[config.mk]
export PLATFORM = sky130hd
export DESIGN_NAME = cgpc_ctrl
export DESIGN_NICKNAME = d
export VERILOG_FILES = /design/src/rtl/cgpc_pkg.sv /design/src/rtl/cgpc_ctrl.sv
export SDC_FILE = /design/constraint.sdc
export NUM_CORES = 1
export LEC_CHECK = 0
export BUFFER_PORTS_ARGS = -buffer_cell sky130_fd_sc_hd__buf_2
export CORE_UTILIZATION = 36
export CTS_BUF_LIST = sky130_fd_sc_hd__clkbuf_4 sky130_fd_sc_hd__clkbuf_8
export DETAILED_ROUTE_END_ITERATION = 8
export GPL_TIMING_DRIVEN = 1
export PLACE_DENSITY_LB_ADDON = 0.12
export SKIP_LAST_GASP = 1
export SYNTH_ARGS = -nofsm -noshare
export SYNTH_HDL_FRONTEND = slang
export SYNTH_SLANG_ARGS = --single-unit
[constraint.sdc]
create_clock -name clk -period 2.7 [get_ports clk]
set_input_delay 0.27 -clock clk [delete_from_list [all_inputs] [get_ports clk]]
set_output_delay 0.27 -clock clk [all_outputs]
set_load 0.01 [all_outputs]
[src/rtl/cgpc_pkg.sv]
/*
 * constants, state enumeration and state record of the clock generator
 * pll control block; assumes byte-wide register access on one clock
 */
package cgpc_pkg;

   // *****************************************************************
   // register map
   // *****************************************************************
   localparam logic [7:0] ADDR_PLL_CFG  = 8'h34;
   localparam logic [7:0] ADDR_PLL_STAT = 8'h35;
   localparam logic [7:0] CFG_RESET     = 8'hc0;
   localparam logic [7:0] STAT_RESET    = 8'h00;
   // status bits 1..5 are writable, 0 and 6 are live, 7 reads zero
   localparam logic [7:0] STAT_WMASK    = 8'h3e;

   // *****************************************************************
   // field positions
   // *****************************************************************
   localparam int SRC_LSB        = 0;
   localparam int TOUCH_RATE_BIT = 3;
   localparam int SPREAD_DEP_BIT = 4;
   localparam int SPREAD_EN_BIT  = 5;
   localparam int SYS_OUT_BIT    = 6;
   localparam int USB_OUT_BIT    = 7;
   localparam int LOCKED_BIT     = 0;
   localparam int REF_A_BIT      = 1;
   localparam int REF_B_BIT      = 2;
   localparam int SLOW_A_BIT     = 4;
   localparam int SLOW_B_BIT     = 5;
   localparam int OSC_STABLE_BIT = 6;

   // *****************************************************************
   // source select codes and decoded reference
   // *****************************************************************
   localparam logic [2:0] SRC_OFF_A  = 3'h0;
   localparam logic [2:0] SRC_26M_A  = 3'h1;
   localparam logic [2:0] SRC_32K    = 3'h2;
   localparam logic [2:0] SRC_26M_B  = 3'h3;
   localparam logic [2:0] SRC_OFF_B  = 3'h4;
   localparam logic [2:0] SRC_12M    = 3'h5;
   localparam logic [2:0] SRC_13M    = 3'h6;
   localparam logic [2:0] SRC_19M2   = 3'h7;
   localparam logic [2:0] REF_NONE   = 3'h0;
   localparam logic [2:0] REF_26M    = 3'h1;
   localparam logic [2:0] REF_32K    = 3'h2;
   localparam logic [2:0] REF_12M    = 3'h3;
   localparam logic [2:0] REF_13M    = 3'h4;
   localparam logic [2:0] REF_19M2   = 3'h5;

   // *****************************************************************
   // timing
   // *****************************************************************
   localparam int CLK_PERIOD_NS  = 20;
   localparam int PWR_HOLD_NS    = 1000;
   localparam logic [7:0] PWR_HOLD_CYC =
      8'(PWR_HOLD_NS / CLK_PERIOD_NS);
   localparam logic [3:0] LOCK_BLANK_CYC = 4'h8;

   typedef enum logic [1:0] {PS_ON, PS_DRAIN, PS_OFF} cgpc_pwr_t;

   typedef struct packed {
      logic [7:0] cfg;
      logic [7:0] stat_rw;
      logic [2:0] ref_sel;
      logic       pll_power;
      logic       lock_s1;
      logic       lock_s2;
      logic       osc_s1;
      logic       osc_s2;
      logic       pll_locked;
      logic       osc_stable;
      logic [3:0] blank_cnt;
      cgpc_pwr_t  pstate;
      logic [7:0] hold_cnt;
      logic       power_on;
      logic       gen_powered;
      logic [7:0] rdata;
   } cgpc_state_t;

endpackage : cgpc_pkg

[src/rtl/cgpc_ctrl.sv]
/*
 * pll configuration, status and power-state control of the clock
 * generator; assumes a byte register port on clk (the i2c slave and the
 * processor bus both land here) and raw analog lock / stability levels
 */
`timescale 1ns/1ns
`default_nettype none

// Function
// - source select in config bits 2:0 controls pll power, codes 0 and 4 keep it off, reset 0.
// - codes 1 and 3 power the pll from a 26 MHz reference on the ref clock input.
// - code 2 powers the pll from the 32 kHz slow crystal input.
// - codes 5, 6 and 7 power the pll from 12, 13 or 19.2 MHz on the ref clock input.
// - config bit 3 picks the touch clock, 2 MHz at 0 and 1 MHz at 1, reset 0.
// - config bit 4 picks spread depth, 1 percent at 0 and 2 percent at 1, reset 0.
// - config bit 5 turns spread modulation of the 24 MHz converter clock on, reset off.
// - config bits 7 and 6 enable their clock outputs independently.
// - bit 6 gates the system clock and bit 7 the usb clock, both reset to 1.
// - status bit 0 is read-only and shows pll lock, reset 0.
// - status bit 6 is read-only and shows slow oscillator stability.
// - a pending processor interrupt sets the power-on bit.
// - writing 1 to the power-on bit clears it.
// - power stays on for a short hold after the power-on bit clears.
// - while powered the 8 MHz clock runs and the pll stays off until selected.
module cgpc_ctrl
   import cgpc_pkg::*;
(
   input  wire logic       clk,
   input  wire logic       rst_b,
   input  wire logic [7:0] reg_addr,
   input  wire logic [7:0] reg_wdata,
   input  wire logic       reg_wr,
   input  wire logic       reg_rd,
   output var  logic [7:0] reg_rdata,
   input  wire logic       power_clear_wr,
   input  wire logic       cpu_irq_pending,
   input  wire logic       pll_lock_raw,
   input  wire logic       slow_osc_raw,
   output var  logic       pll_power_up,
   output var  logic [2:0] pll_ref_select,
   output var  logic       touch_clock_rate,
   output var  logic       spread_depth,
   output var  logic       spread_enable,
   output var  logic       system_clock_out_enable,
   output var  logic       usb_clock_out_enable,
   output var  logic       ref_out_a_enable,
   output var  logic       ref_out_b_enable,
   output var  logic       slow_out_a_enable,
   output var  logic       slow_out_b_enable,
   output var  logic       clockgen_power_on,
   output var  logic       clockgen_powered
);

   // *****************************************************************
   // state
   // *****************************************************************
   cgpc_state_t st;
   cgpc_state_t next_st;
   logic        wr_cfg;
   logic        wr_stat;
   logic        ref_change;

   assign wr_cfg  = reg_wr && (reg_addr == ADDR_PLL_CFG);
   assign wr_stat = reg_wr && (reg_addr == ADDR_PLL_STAT);
   assign ref_change = wr_cfg &&
      (reg_wdata[SRC_LSB +: 3] != st.cfg[SRC_LSB +: 3]);

   always_comb begin
      next_st = st;

      // *****************************************************************
      // register writes
      // *****************************************************************
      // writable config byte
      if (wr_cfg) begin
         next_st.cfg = reg_wdata;
      end
      if (wr_stat) begin
         next_st.stat_rw = reg_wdata & STAT_WMASK;
      end

      // *****************************************************************
      // source decode
      // *****************************************************************
      // off codes keep the pll unpowered
      next_st.pll_power = 1'b1;
      next_st.ref_sel   = REF_NONE;
      case (next_st.cfg[SRC_LSB +: 3])
         SRC_OFF_A, SRC_OFF_B: begin
            next_st.pll_power = 1'b0;
         end
         // 26 MHz from the ref clock input
         SRC_26M_A, SRC_26M_B: begin
            next_st.ref_sel = REF_26M;
         end
         SRC_32K: begin
            next_st.ref_sel = REF_32K;
         end
         SRC_12M: begin
            next_st.ref_sel = REF_12M;
         end
         SRC_13M: begin
            next_st.ref_sel = REF_13M;
         end
         SRC_19M2: begin
            next_st.ref_sel = REF_19M2;
         end
         default: begin
            next_st.pll_power = 1'b0;
         end
      endcase

      // *****************************************************************
      // lock and stability sampling
      // *****************************************************************
      // analog levels are asynchronous, so two flops before any use
      next_st.lock_s1 = pll_lock_raw;
      next_st.lock_s2 = st.lock_s1;
      next_st.osc_s1  = slow_osc_raw;
      next_st.osc_s2  = st.osc_s1;
      next_st.osc_stable = st.osc_s2;

      // blank lock after a reference change
      if (ref_change) begin
         next_st.blank_cnt = LOCK_BLANK_CYC;
      end else if (st.blank_cnt != 4'h0) begin
         next_st.blank_cnt = st.blank_cnt - 4'h1;
      end
      // lock only while powered and not blanked
      next_st.pll_locked = st.lock_s2 && next_st.pll_power &&
                           !ref_change && (st.blank_cnt == 4'h0);

      // *****************************************************************
      // power state
      // *****************************************************************
      // the hold lets an access already on the bus finish before the
      // generator (and with it this clock) stops
      case (st.pstate)
         PS_ON: begin
            // write 1 clears the power-on bit
            if (power_clear_wr && !cpu_irq_pending) begin
               next_st.pstate   = PS_DRAIN;
               next_st.power_on = 1'b0;
               next_st.hold_cnt = PWR_HOLD_CYC;
            end
         end
         PS_DRAIN: begin
            if (st.hold_cnt == 8'h01) begin
               next_st.pstate      = PS_OFF;
               next_st.gen_powered = 1'b0;
            end
            next_st.hold_cnt = st.hold_cnt - 8'h01;
         end
         PS_OFF: begin
            next_st.gen_powered = 1'b0;
         end
         default: begin
            next_st.pstate = PS_ON;
         end
      endcase
      // a pending interrupt sets power-on and wins over the clear
      if (cpu_irq_pending) begin
         next_st.pstate      = PS_ON;
         next_st.power_on    = 1'b1;
         next_st.gen_powered = 1'b1;
         next_st.hold_cnt    = 8'h00;
      end

      // *****************************************************************
      // read data
      // *****************************************************************
      if (reg_rd) begin
         case (reg_addr)
            ADDR_PLL_CFG: begin
               next_st.rdata = st.cfg;
            end
            // lock and stability are not writable
            ADDR_PLL_STAT: begin
               next_st.rdata = st.stat_rw;
               next_st.rdata[LOCKED_BIT]     = st.pll_locked;
               next_st.rdata[OSC_STABLE_BIT] = st.osc_stable;
            end
            default: begin
               next_st.rdata = 8'h00;
            end
         endcase
      end
   end

   always_ff @(posedge clk or negedge rst_b) begin
      if (!rst_b) begin
         st             <= '0;
         // both clock outputs enabled out of reset
         st.cfg         <= CFG_RESET;
         st.stat_rw     <= STAT_RESET;
         st.pstate      <= PS_ON;
         // generator runs out of reset, pll stays off
         st.power_on    <= 1'b1;
         st.gen_powered <= 1'b1;
      end else begin
         st <= next_st;
      end
   end

   // *****************************************************************
   // outputs
   // *****************************************************************
   assign reg_rdata               = st.rdata;
   assign pll_power_up            = st.pll_power;
   assign pll_ref_select          = st.ref_sel;
   assign touch_clock_rate        = st.cfg[TOUCH_RATE_BIT];
   assign spread_depth            = st.cfg[SPREAD_DEP_BIT];
   // spread enable straight from its bit
   assign spread_enable           = st.cfg[SPREAD_EN_BIT];
   // each output enable from its own bit
   assign system_clock_out_enable = st.cfg[SYS_OUT_BIT];
   assign usb_clock_out_enable    = st.cfg[USB_OUT_BIT];
   assign ref_out_a_enable        = st.stat_rw[REF_A_BIT];
   assign ref_out_b_enable        = st.stat_rw[REF_B_BIT];
   assign slow_out_a_enable       = st.stat_rw[SLOW_A_BIT];
   assign slow_out_b_enable       = st.stat_rw[SLOW_B_BIT];
   assign clockgen_power_on       = st.power_on;
   assign clockgen_powered        = st.gen_powered;

   // *****************************************************************
   // hold tracking for the power assertions
   // *****************************************************************
   // counts cycles with the on-bit low but the generator still powered;
   // a small counter stands in for a long repetition of the hold
   logic [7:0] drain_seen;

   always_ff @(posedge clk or negedge rst_b) begin
      if (!rst_b) begin
         drain_seen <= 8'h00;
      end else if (clockgen_power_on) begin
         drain_seen <= 8'h00;
      end else if (clockgen_powered && (drain_seen != 8'hff)) begin
         drain_seen <= drain_seen + 8'h01;
      end
   end
endmodule : cgpc_ctrl

`default_nettype wire

**Yosys cells after proc, flatten, opt, wreduce, memory -nomap -nowiden**

Index checks and enable logic that the tools add are counted.

- Register bits: 47
- Bits of input ports: 24
- Output and inout bits: 23
- Word-level logic and storage cells: 73

- Add/sub/neg operators: 2
- Eq/ne operators: 16
- Muxes and demuxes: 14
- Reduce and logical (&&, ||, !) cells: 24

Operators with widths:

| cell | count |
|---|---|
| 8-bit case mux with 2 select lines | 2 |
| 8-bit by 6-bit == test with 1-bit output, second input constant | 2 |
| 3-bit case mux with 5 select lines | 1 |
| 3-bit == test, second input constant | 4 |
| 12-bit two-way mux | 1 |
| 11-bit two-way mux | 1 |
| 8-bit by 1-bit == test with 1-bit output, second input constant | 1 |
| 4-bit two-way mux | 2 |
| 8-bit by 1-bit subtractor with 8-bit output, second input constant | 1 |
| 1-bit logical AND | 7 |
| 3-bit by 2-bit == test with 1-bit output, second input constant | 2 |
| 3-bit != test, second input constant | 2 |
| 2-bit case mux with 3 select lines | 1 |
| 2-bit AND reduction | 3 |
| 2-bit nonzero test | 3 |
| 3-bit nonzero test | 2 |
| 4-bit logical NOT | 1 |
| 4-bit nonzero test | 1 |
| 2-bit OR reduction | 2 |
| 4-bit by 1-bit subtractor with 4-bit output, second input constant | 1 |
| 3-bit by 1-bit == test with 1-bit output, second input constant | 1 |
| 3-bit logical NOT | 1 |
| 1-bit two-way mux | 3 |
| 3-bit two-way mux | 1 |
| 9 further kinds | 10 |

**Depth between registers and ports, before layout**

Gate-level depths: netlist of run 1.

- Word-level depth: 9
- Depth in mapped cells: 6
- Gate-level depth less buffers: 6

**Least setup slack after synthesis of run 1**

Ideal clock, no wire load.

- Kind: register to register
- Start point: register st[20] (netlist name)
- End point: register st[25] (netlist name)
- Library setup time: 64 ps
- Arrival time: 1,395 ps
- Required time: 2,636 ps
- Setup slack: 1,241 ps
- Cell stages (with the launch flop): 7
- Path buffers: 0
- Clock period less this slack: 1,459 ps
- Cells stage by stage: dfrtp_1 inv_1 ha_1 nor3b_1 nand2_1 nor3_1 a21o_1

RTL lines:

| element | line | source |
|---|---|---|
| from (decl) | cgpc_ctrl.sv:57 | `cgpc_state_t st;` |
| from (signal assigned) | cgpc_ctrl.sv:201 | `st <= next_st;` |

==> results of run 1 <==
## stage by stage
stage | util | std cells | hold WS [ns] | setup slack (ns)
finish | 0.4303 | 313 | 0.07323 | 1.092
global route | 0.4303 | 313 | 0.06314 | 0.9063
CTS | 0.4303 | 313 | 0.06138 | 1.068
detailed placement | 0.4097 | 304 | 0.2239 | 1.074
global placement | 0.4097 | 304 | 0.2275 | 1.148
floorplan | - | 200 | -0.02559 | 1.241
## worst reg2reg max path, delay by kind of cell (launching register included)
family	cells	cell delay, ns
and+or+nand+nor	3	0.76
AOI/OAI and AO/OA	1	0.14
adders and majority gates	1	0.18
buffers and inverters	1	0.11
DFF	1	0.38
## repair_timing
| item | 4_1_cts | 5_1_grt |
|---|---|---|
| hold buffers | 1 | 0 |
| buffers inserted | 0 | 0 |
| hold endpoints to repair | 15 | 0 |
## Yosys cell counts (all sizes together) (4+ instances only)
| library cell | count |
|---|---|
| a21oi | 8 |
| dfrtp | 42 |
| inv | 16 |
| clkbuf | 4 |
| o21ai | 4 |
| ha | 4 |
| nand2 | 9 |
| mux2i | 8 |
| buf | 15 |
| nor2 | 14 |
| dfstp | 4 |
| xnor2 | 5 |
| nor3 | 11 |
| mux2 | 13 |
| o22ai | 7 |
## per-layer routing
metal / wire length [microns] / global-route usage / part of all wire / vias up
met4: 53 / 0.05179 / 0.012 / 0
met1: 2032 / 0.1993 / 0.48 / 726
li1: - / - / - / 755
met2: 1866 / 0.2288 / 0.44 / 42
met5: 0 / 0 / 0 / -
met3: 290 / 0.04545 / 0.068 / 5
## state kept, by name, summed over array words and instances (netlist names), 2 cells and up
register	count
next_st	3
st	21
reg_rdata	8
pll_ref_select	2
## cells in the final DEF (no fill, tap or decap), types with 2 or more instances in the layout
cell | Yosys | routed
nor3_2 | 2 | 2
nor2_1 | 14 | 14
a31oi_1 | 3 | 3
a21o_1 | 3 | 3
a21oi_1 | 8 | 8
a221oi_1 | 3 | 3
buf_2 | 3 | 46
clkbuf_8 | 0 | 5
inv_1 | 16 | 16
dfrtp_1 | 42 | 42
dfstp_2 | 4 | 4
mux2i_1 | 8 | 8
nor3b_1 | 3 | 3
ha_1 | 4 | 4
nor3_1 | 9 | 9
nor2b_1 | 3 | 3
buf_4 | 11 | 2
nand3b_1 | 2 | 2
o21ai_0 | 4 | 4
mux2_2 | 13 | 13
or3_1 | 2 | 2
nand2_1 | 9 | 9
nand3_1 | 3 | 3
o22ai_1 | 7 | 7
xnor2_1 | 5 | 5
## final cells by class
cell class | instances | area, sq um | share of cell area
multi-input cells | 119 | 884.6 | 0.3452
repair buffers | 49 | 255.2 | 0.09961
inverters | 16 | 60.06 | 0.02344
clock buffers | 5 | 68.82 | 0.02686
flip-flops and latches | 46 | 1156 | 0.4512
well taps | 75 | 93.84 | 0.03662
clock inverters | 3 | 43.79 | 0.01709
## worst max path at each step
stage / start / endpoint / slack (ns) / cells after the start
after floorplan: st[20] / st[25] / 1.24 / 6
after global placement: st[20] / st[25] / 1.15 / 6
after detailed placement: st[20] / st[25] / 1.07 / 6
after CTS: st[20] / st[25] / 1.07 / 6
after global routing: st[20] / st[25] / 0.91 / 6
final: st[20] / st[25] / 1.09 / 6
## kinds of logic after synthesis
| group | synth area share |
|---|---|
| AOI/OAI and AO/OA | 0.1080 |
| DFF | 0.5197 |
| muxes | 0.1018 |
| adders and majority gates | 0.02250 |
| buffers and inverters | 0.08267 |
| xor gates and xnor gates | 0.01968 |
| and+or+nand+nor | 0.1457 |
## power by group
group | switching [mW] | internal, mW | leakage [nW]
sequential | 0.0461 | 0.753 | 0.599
combinational | 0.155 | 0.140 | 0.564
clock | 0.245 | 0.278 | 0.0585
==> run metrics, run 1 <==
Tcrit/Tclk final 0.5956; post-synthesis cell area 0.002225 sq mm; largest buffer count on any clock path 2; pwr/cell area 631.2 mW/mm^2; Max FO, Critical Path 4; Synth top area share 0.4724; Synthesized Nets 228; design area roughly 0.0026 sq mm; clock root buffer clkbuf_8; RR Startpoint st[20]; worst min path class input pin to flop; DRC 0; Synth Flop Type dfrtp_1; Syn Inst Count 200; status completed; number of fill cells ~600; placed cell areas between 0.002 and 0.0025 sq mm; Die H 80.61 microns; Peak VDD IR 0.0002756 V; initial core utilization 0.3735; Std-Cell Rows 28; Buf/Inv on CP 1; DR vias around 1500; Crit path largest cell delay around 0.43 ns; GRT overflow 0; Resize count post-CTS 0; Fin. Hold Viols 0; f_max between 0.6 and 0.7 GHz; yosys warns 0; worst skew pair latency 0.30 ns; first-pass GRT wire length 7389 microns; gr usage total 0.1497; initial antenna violation count 0; post-route antenna net violation count 0; end of the worst hold path next_st[28]; hold path cells 1; CTS tree yes; Reg-to-Reg End st[25]; DRT Wirelength 4242 microns; largest net degree at the start of global routing 30; Clk pin slew, worst setup/hold paths 0.09 ns; area delta synth->final 15.19%; Critical Path AT 1.86 ns; routability cong. 0.7725; Via density 4.882; core area 0.005956 sq mm; Sink Count between 40 and 50; area leader, netlist dfrtp_1; Final setup viols 0; Syn Area/Cell 11.12 sq um; synth top area cells dfrtp_1 47%, mux2_2 6.6%, dfstp_2 4.7%; Num CTS Buffers 5; Worst Skew 0.008155 ns; Diodes inserted 0; crit path kind flop to flop; ys async rst share 1.000; unrepaired setup endpoints after global routing no; crit-path leading delay family simple AND/OR/NAND/NOR gates; H-tree depth 2; cell leakage power approximately 1.2 nW; Nets ~270; number of enable flip-flop cells after synthesis 0; Critical-path top delay cell nor3b_1; drt wl/cell around 14 microns; full die area 0.006498 sq mm; share of cells above drive strength 1 0.3319; final total power 1.617 mW; slew at the pin with the worst max-slew slack 0.7142 ns; HP Start pll_lock_raw; placed wire-length estimate 2999 microns; Die Width 80.61 microns; Iter 0 DRT Violations 49; worst reg2reg setup slack 1.09 ns; register area share after synthesis 0.5197; critical path data required time 2.95 ns; number of I/O pins 47; IO buf count 46; setup_tns 0 ns; CP Cell Sequence inv_1 -> ha_1 -> nor3b_1 -> nand2_1 -> nor3_1 -> a21o_1; kind of end point of the critical path flop; Synth Register Bits 46; reg2reg path depth 6; vias in the first global route between 1500 and 2000; iteration count of the initial detailed-routing pass 4; post-layout minimum cycle time about 1.6 ns; Setup crit start kind flop; fin. max-slew vios 0; synth unique cells 40; Slew Limit Headroom 0.5229; maxcap violations 0
(Power assumes the default switching activity.)
==> run 2, diff against run 1 <==
==> constraint.sdc (replaced) <==
create_clock -name clk -period 1.45 [get_ports clk]
set_input_delay 0.145 -clock clk [delete_from_list [all_inputs] [get_ports clk]]
set_output_delay 0.145 -clock clk [all_outputs]
set_load 0.01 [all_outputs]
==> run 2 against run 1 <==
  * Clock power rose by 90%
  * Cell count grew 3.8%
  * Sequential cell count unchanged
  * Wire length up 1.3%
  * Fmax is 20% higher
  * Via count up 4.0%
  * Critical endpoint is now st[16]
  * Largest power group unchanged
==> run metrics, run 2 (synthesized netlist as in run 1, its figures left out) <==
clock root buffer clkbuf_8 (unchanged); Final setup viols 0 (unchanged); worst skew pair latency 0.29 ns (was 0.30 ns); vias in the first global route 1458 (was 1548); fin. max-slew vios 0 (unchanged); Worst Skew 0.009443 ns (was 0.008155 ns); setup ws final 0.1064 ns (was 1.092 ns); DR vias 1589 (was 1528); area delta synth->final 22.38% (was 15.19%); Clk pin slew, worst setup/hold paths 0.09 ns (about the same); iteration count of the initial detailed-routing pass 4 (unchanged); Std-Cell Rows 28 (unchanged); IO buf count 46 (unchanged); number of fill cells 564 (was 590); area occupied by multi-input gates 917.1 sq um (was 884.6 sq um); Place WS 0.05932 ns (was 1.074 ns); Tcrit/Tclk final 0.9266 (was 0.5956); Reg power frac 0.474 (was 0.494); number of I/O pins 47 (unchanged); power share of the combinational group 0.211 (was 0.183); DRC 0 (unchanged); placed cell areas 0.002545 sq mm (was 0.002440 sq mm); critical path data required time 1.66 ns (was 2.95 ns); CTS tree yes (unchanged); Sink Count 46 (unchanged); DP Cell Count 314 (was 304); post-route antenna net violation count 0 (unchanged); share of cells above drive strength 1 0.3760 (was 0.3319); Slew Limit Headroom 0.7942 (was 0.5229); Switching Power 0.8374 mW (was 0.4468 mW); cell leakage power 1.298 nW (was 1.222 nW); kind of end point of the critical path flop (unchanged); most frequent cells in the layout 46 x buf_2, 42 x dfrtp_1, 15 x inv_1, 14 x nor2_1, 13 x mux2_2 (was 46 x buf_2, 42 x dfrtp_1, 16 x inv_1, 14 x nor2_1, 13 x mux2_2); Diodes inserted 0 (unchanged); Fin. Hold Viols 0 (unchanged); Iter 0 DRT Violations 65 (was 49); Die Width 80.61 microns (unchanged); initial antenna violation count 0 (unchanged); worst min path class input pin to flop (unchanged); pwr/cell area 1160 mW/mm^2 (was 631.2 mW/mm^2); Die H 80.61 microns (unchanged); Setup crit start kind flop (unchanged); drt wl/cell 13.23 microns (was 13.55 microns); largest net degree at the start of global routing 47 (was 30); core area 0.005956 sq mm (unchanged); Final Util 0.4571 (was 0.4303); Nets 277 (was 265); slew at the pin with the worst max-slew slack 0.3076 ns (was 0.7142 ns); f_max 0.7443 GHz (was 0.6219 GHz); full die area 0.006498 sq mm (unchanged); number of flip-flops in the largest register 21 (unchanged); Critical Path AT 1.56 ns (was 1.86 ns); Hold WS 0.06133 ns (was 0.07323 ns); first-pass GRT wire length 6962 microns (was 7389 microns); Max FO, Critical Path 4 (unchanged); post-layout minimum cycle time 1.344 ns (was 1.608 ns); Peak VDD IR 0.0007089 V (was 0.0002756 V); sw frac 0.2652 (was 0.2763); clock group share of total power 0.315 (was 0.323); largest buffer count on any clock path 2 (unchanged); initial core utilization 0.3735 (unchanged); maxcap violations 0 (unchanged); Num CTS Buffers 5 (unchanged); Internal Power 2.320 mW (was 1.171 mW); GRT overflow 0 (unchanged); gr usage total 0.1426 (was 0.1497); status completed (unchanged); Layout Cells excl Fill 325 (was 313); largest register by flop count st (unchanged); routability cong. 0.7636 (was 0.7725); crit path kind flop to flop (unchanged); most common cell after layout, fill and taps aside buf_2 (unchanged); placed wire-length estimate 3031 microns (was 2999 microns); Register Area 0.001156 sq mm (unchanged); design area 0.002723 sq mm (was 0.002562 sq mm); H-tree depth 2 (unchanged); DRT Wirelength 4299 microns (was 4242 microns); Via density 4.889 (was 4.882)
==> run 2: cell types whose count changed in the layout (fill, tap and decap cells not counted), moves of 2 or more <==
cell and delta:
buf_12 +2, buf_4 +8, dlygate4sd3_1 +2, ha_1 -2
==> run 2: cell type report <==
cell class                 count  area share
inverter                      16     0.02206
clock buffer                   7     0.03309
timing repair buffer          61      0.1379
tap                           75     0.03447
clock inverter                 1     0.01103
sequential                    46      0.4246
multi-input combinational    119      0.3369
==> run 2: stage by stage <==
stage,TNS [ns],power (mW)
2_1_floorplan,0,1.906
6_report,0,3.157
5_1_grt,-0.0003660,3.345
4_1_cts,0,3.156
3_5_place_dp,0,2.132
3_3_place_gp,0,2.128
==> run 2: worst paths after layout <==
| kind | from | end | slack, ns | depth (start not counted) |
|---|---|---|---|---|
| max reg2reg | st[11] | st[16] | 0.11 | 5 |
| max in group asynchronous | rst_b | system_clock_out_enable | 0.80 | 3 |
| min reg2reg | next_st[26] | next_st[24] | 0.35 | 0 |
| max | st[11] | st[16] | 0.11 | 5 |
| min | reg_wdata[7] | usb_clock_out_enable | 0.06 | 3 |
| min in group asynchronous | rst_b | pll_ref_select[2] | 0.36 | 3 |
==> run 2: metal layers <==
| layer | track usage | routed length [microns] | vias up |
|---|---|---|---|
| met5 | 0 | 0 | - |
| met4 | 0.04286 | 42 | 0 |
| met3 | 0.03636 | 226 | 5 |
| met2 | 0.2212 | 1924 | 42 |
| met1 | 0.1945 | 2105 | 755 |
| li1 | - | - | 787 |
==> run 2: power by group through the flow <==
stage          logic, mW  registers, mW  clock network (mW)
6_report           0.665           1.50               0.996
5_1_grt            0.753           1.51                1.08
4_1_cts            0.628           1.49                1.04
3_5_place_dp       0.622           1.51                   0
3_3_place_gp       0.618           1.51                   0
2_1_floorplan      0.403           1.50                   0
==> run 2: repair_timing <==
item                       4_1_cts  5_1_grt
setup endpoints to repair        0        3
hold buffers                     3        0
hold endpoints to repair        44        0
buffers inserted                 0        0
resized for setup                0        6
==> run 2: critical path: stages (launching register included) <==
cell	delay, ns
dfrtp_1	0.40
inv_1	0.13
ha_4	0.16
nand3b_1	0.08
or3_1	0.34
a31oi_1	0.16
==> run 3, diff against run 2 <==
==> constraint.sdc (replaced) <==
create_clock -name clk -period 1.35 [get_ports clk]
set_input_delay 0.135 -clock clk [delete_from_list [all_inputs] [get_ports clk]]
set_output_delay 0.135 -clock clk [all_outputs]
set_load 0.01 [all_outputs]
==> run 3 against run 2 <==
  * Worst setup slack got worse by 0.084 ns
  * Cell area rose by 4.6%
  * Fmax rose by 1.2%
  * Critical path type unchanged
  * Combinational power rose by 38%
  * Critical endpoint unchanged
  * Via count rose by 3.6%
  * Global-route usage rose by 1.6 points
  * Cell count rose by 4.9%
  * Non-clock buffer count rose by 16
  * Clock power fell by 12%
==> run metrics, run 3 (synthesized netlist as in run 1, its figures left out) <==
most common cell after layout, fill and taps aside buf_2 (unchanged); unrepaired setup endpoints after global routing yes; IO buf count 46 (unchanged); routability cong. 0.7490 (was 0.7636); cell leakage power 1.373 nW (was 1.298 nW); Max FO, Critical Path 3 (was 4); Internal Power 2.422 mW (was 2.320 mW); largest register by flop count st (unchanged); Num CTS Buffers 5 (unchanged); clock group share of total power 0.257 (was 0.315); worst skew pair latency 0.31 ns (was 0.29 ns); post-layout minimum cycle time 1.328 ns (was 1.344 ns); drt wl/cell 13.82 microns (was 13.23 microns); Std-Cell Rows 28 (unchanged); full die area 0.006498 sq mm (unchanged); number of flip-flops in the largest register 21 (unchanged); RR Startpoint st[12] (was st[11]); Via density 4.827 (was 4.889); beginning of the critical path st[12] (was st[11]); Iter 0 DRT Violations 106 (was 65); critical path data required time 1.57 ns (was 1.66 ns); area delta synth->final 28.01% (was 22.38%); largest buffer count on any clock path 2 (unchanged); number of fill cells 570 (was 564); design area 0.002848 sq mm (was 0.002723 sq mm); Reg power frac 0.475 (was 0.474); maxcap violations 0 (unchanged); pwr/cell area 1204 mW/mm^2 (was 1160 mW/mm^2); Final setup viols 0 (unchanged); initial antenna violation count 0 (unchanged); share of cells above drive strength 1 0.4474 (was 0.3760); H-tree depth 2 (unchanged); initial core utilization 0.3735 (unchanged); placed wire-length estimate 3352 microns (was 3031 microns); Critical-path top delay cell dfrtp_1 (unchanged); Switching Power 1.005 mW (was 0.8374 mW); Sink Count 46 (unchanged); power share of the combinational group 0.268 (was 0.211); HP Start reg_wdata[7] (unchanged); iteration count of the initial detailed-routing pass 4 (unchanged); fin. max-slew vios 0 (unchanged); Layout Cells excl Fill 341 (was 325); Clk pin slew, worst setup/hold paths 0.09 ns (about the same); sw frac 0.2933 (was 0.2652); slew at the pin with the worst max-slew slack 0.2868 ns (was 0.3076 ns); DR vias 1646 (was 1589); Nets 293 (was 277); Tcrit/Tclk final 0.9835 (was 0.9266); Die H 80.61 microns (unchanged); GRT overflow 0 (unchanged); Peak VDD IR 0.0005156 V (was 0.0007089 V); CP Cell Sequence nor3_4 -> nand3b_1 -> or3_1 -> a31oi_1 (was inv_1 -> ha_4 -> nand3b_1 -> or3_1 -> a31oi_1); status completed (unchanged); Setup crit start kind flop (unchanged); Diodes inserted 0 (unchanged); largest net degree at the start of global routing 47 (unchanged); Hold WS 0.04140 ns (was 0.06133 ns); DRT Wirelength 4712 microns (was 4299 microns); vias in the first global route 1559 (was 1458); crit path kind flop to flop (unchanged); Critical Path AT 1.55 ns (was 1.56 ns); DRC 0 (unchanged); Fin. Hold Viols 0 (unchanged); Slew Limit Headroom 0.8088 (was 0.7942); kind of end point of the critical path flop (unchanged); first-pass GRT wire length 7583 microns (was 6962 microns); gr usage total 0.1590 (was 0.1426); CTS tree yes (unchanged); clock root buffer clkbuf_8 (unchanged); number of I/O pins 47 (unchanged); post-route antenna net violation count 0 (unchanged); Die Width 80.61 microns (unchanged); worst min path class input pin to flop (unchanged); most frequent cells in the layout 46 x buf_2, 42 x dfrtp_1, 25 x buf_4 (was 46 x buf_2, 42 x dfrtp_1, 15 x inv_1, 14 x nor2_1, 13 x mux2_2); placed cell areas 0.002644 sq mm (was 0.002545 sq mm); setup_tns 0 ns (unchanged); Worst Skew 0.01206 ns (was 0.009443 ns); Crit path largest cell delay 0.43 ns (was 0.40 ns); core area 0.005956 sq mm (unchanged); DP Cell Count 328 (was 314); f_max 0.7532 GHz (was 0.7443 GHz)
[run 3: cell types whose count changed in the layout (fill, tap and decap cells not counted), sizes merged]
cell,before,now
buf,58,74
bufinv,1,0
clkinvlp,0,1
[run 3: power groups by stage]
stage                     Sequential (mW)  Clock (mW)  Combinational, mW
after floorplan                      1.62           0              0.436
after global placement               1.63           0              0.753
after detailed placement             1.63           0              0.758
after CTS                            1.60       0.914              0.765
after global routing                 1.64       0.969               1.03
final                                1.63       0.881              0.919
[run 3: per-layer routing]
layer  track usage  wire [microns]
met5             0               0
met4       0.05893              57
met3       0.04659             221
met2        0.2492            2184
met1        0.2062            2249
[run 3: area by class of cell]
| class | count | area (sq um) | share of cell area |
|---|---|---|---|
| flip-flops and latches | 46 | 1156 | 0.4060 |
| multi-input cells | 119 | 955.9 | 0.3357 |
| repair buffers | 77 | 490.5 | 0.1722 |
| well taps | 75 | 93.84 | 0.03295 |
| clock buffers | 7 | 83.83 | 0.02944 |
| inverters | 16 | 60.06 | 0.02109 |
| clock inverters | 1 | 7.507 | 0.002636 |
[run 3: path summary, 6_finish.rpt]
| check | endpoint | slack (ns) | depth (start not counted) |
|---|---|---|---|
| worst max-delay path | st[16] | 0.02 | 4 |
| worst min-delay path | usb_clock_out_enable | 0.04 | 3 |
| worst max register to register | st[16] | 0.02 | 4 |
| worst min register to register | st[24] | 0.36 | 0 |
| max in group asynchronous | clockgen_power_on | 0.72 | 3 |
| min in group asynchronous | pll_ref_select[2] | 0.33 | 3 |
[run 3: timing repair]
| action | in CTS | in global routing |
|---|---|---|
| gates cloned | 0 | 0 |
| buffers inserted | 0 | 2 |
| gates resized for setup | 0 | 18 |
| hold buffers | 3 | 0 |
| pin swaps | 1 | 6 |
| endpoints found under the hold margin | 44 | 0 |
| setup endpoints to repair | 1 | 11 |
[run 3: per-stage QoR]
stage                     utilization  worst slack, ns  power [mW]
after CTS                      0.4643          0.01775       3.279
after global placement         0.4439        -0.001969       2.378
after floorplan                     -          0.02850       2.054
final                          0.4782          0.02230       3.428
after detailed placement       0.4439         -0.01822       2.383
after global routing           0.4782         -0.03551       3.639
[run 3: critical path: cells and delay by family, from the launching register on]
family | cells | cell delay (ns)
AOI/OAI and AO/OA | 1 | 0.14
and+or+nand+nor | 3 | 0.68
DFF | 1 | 0.43
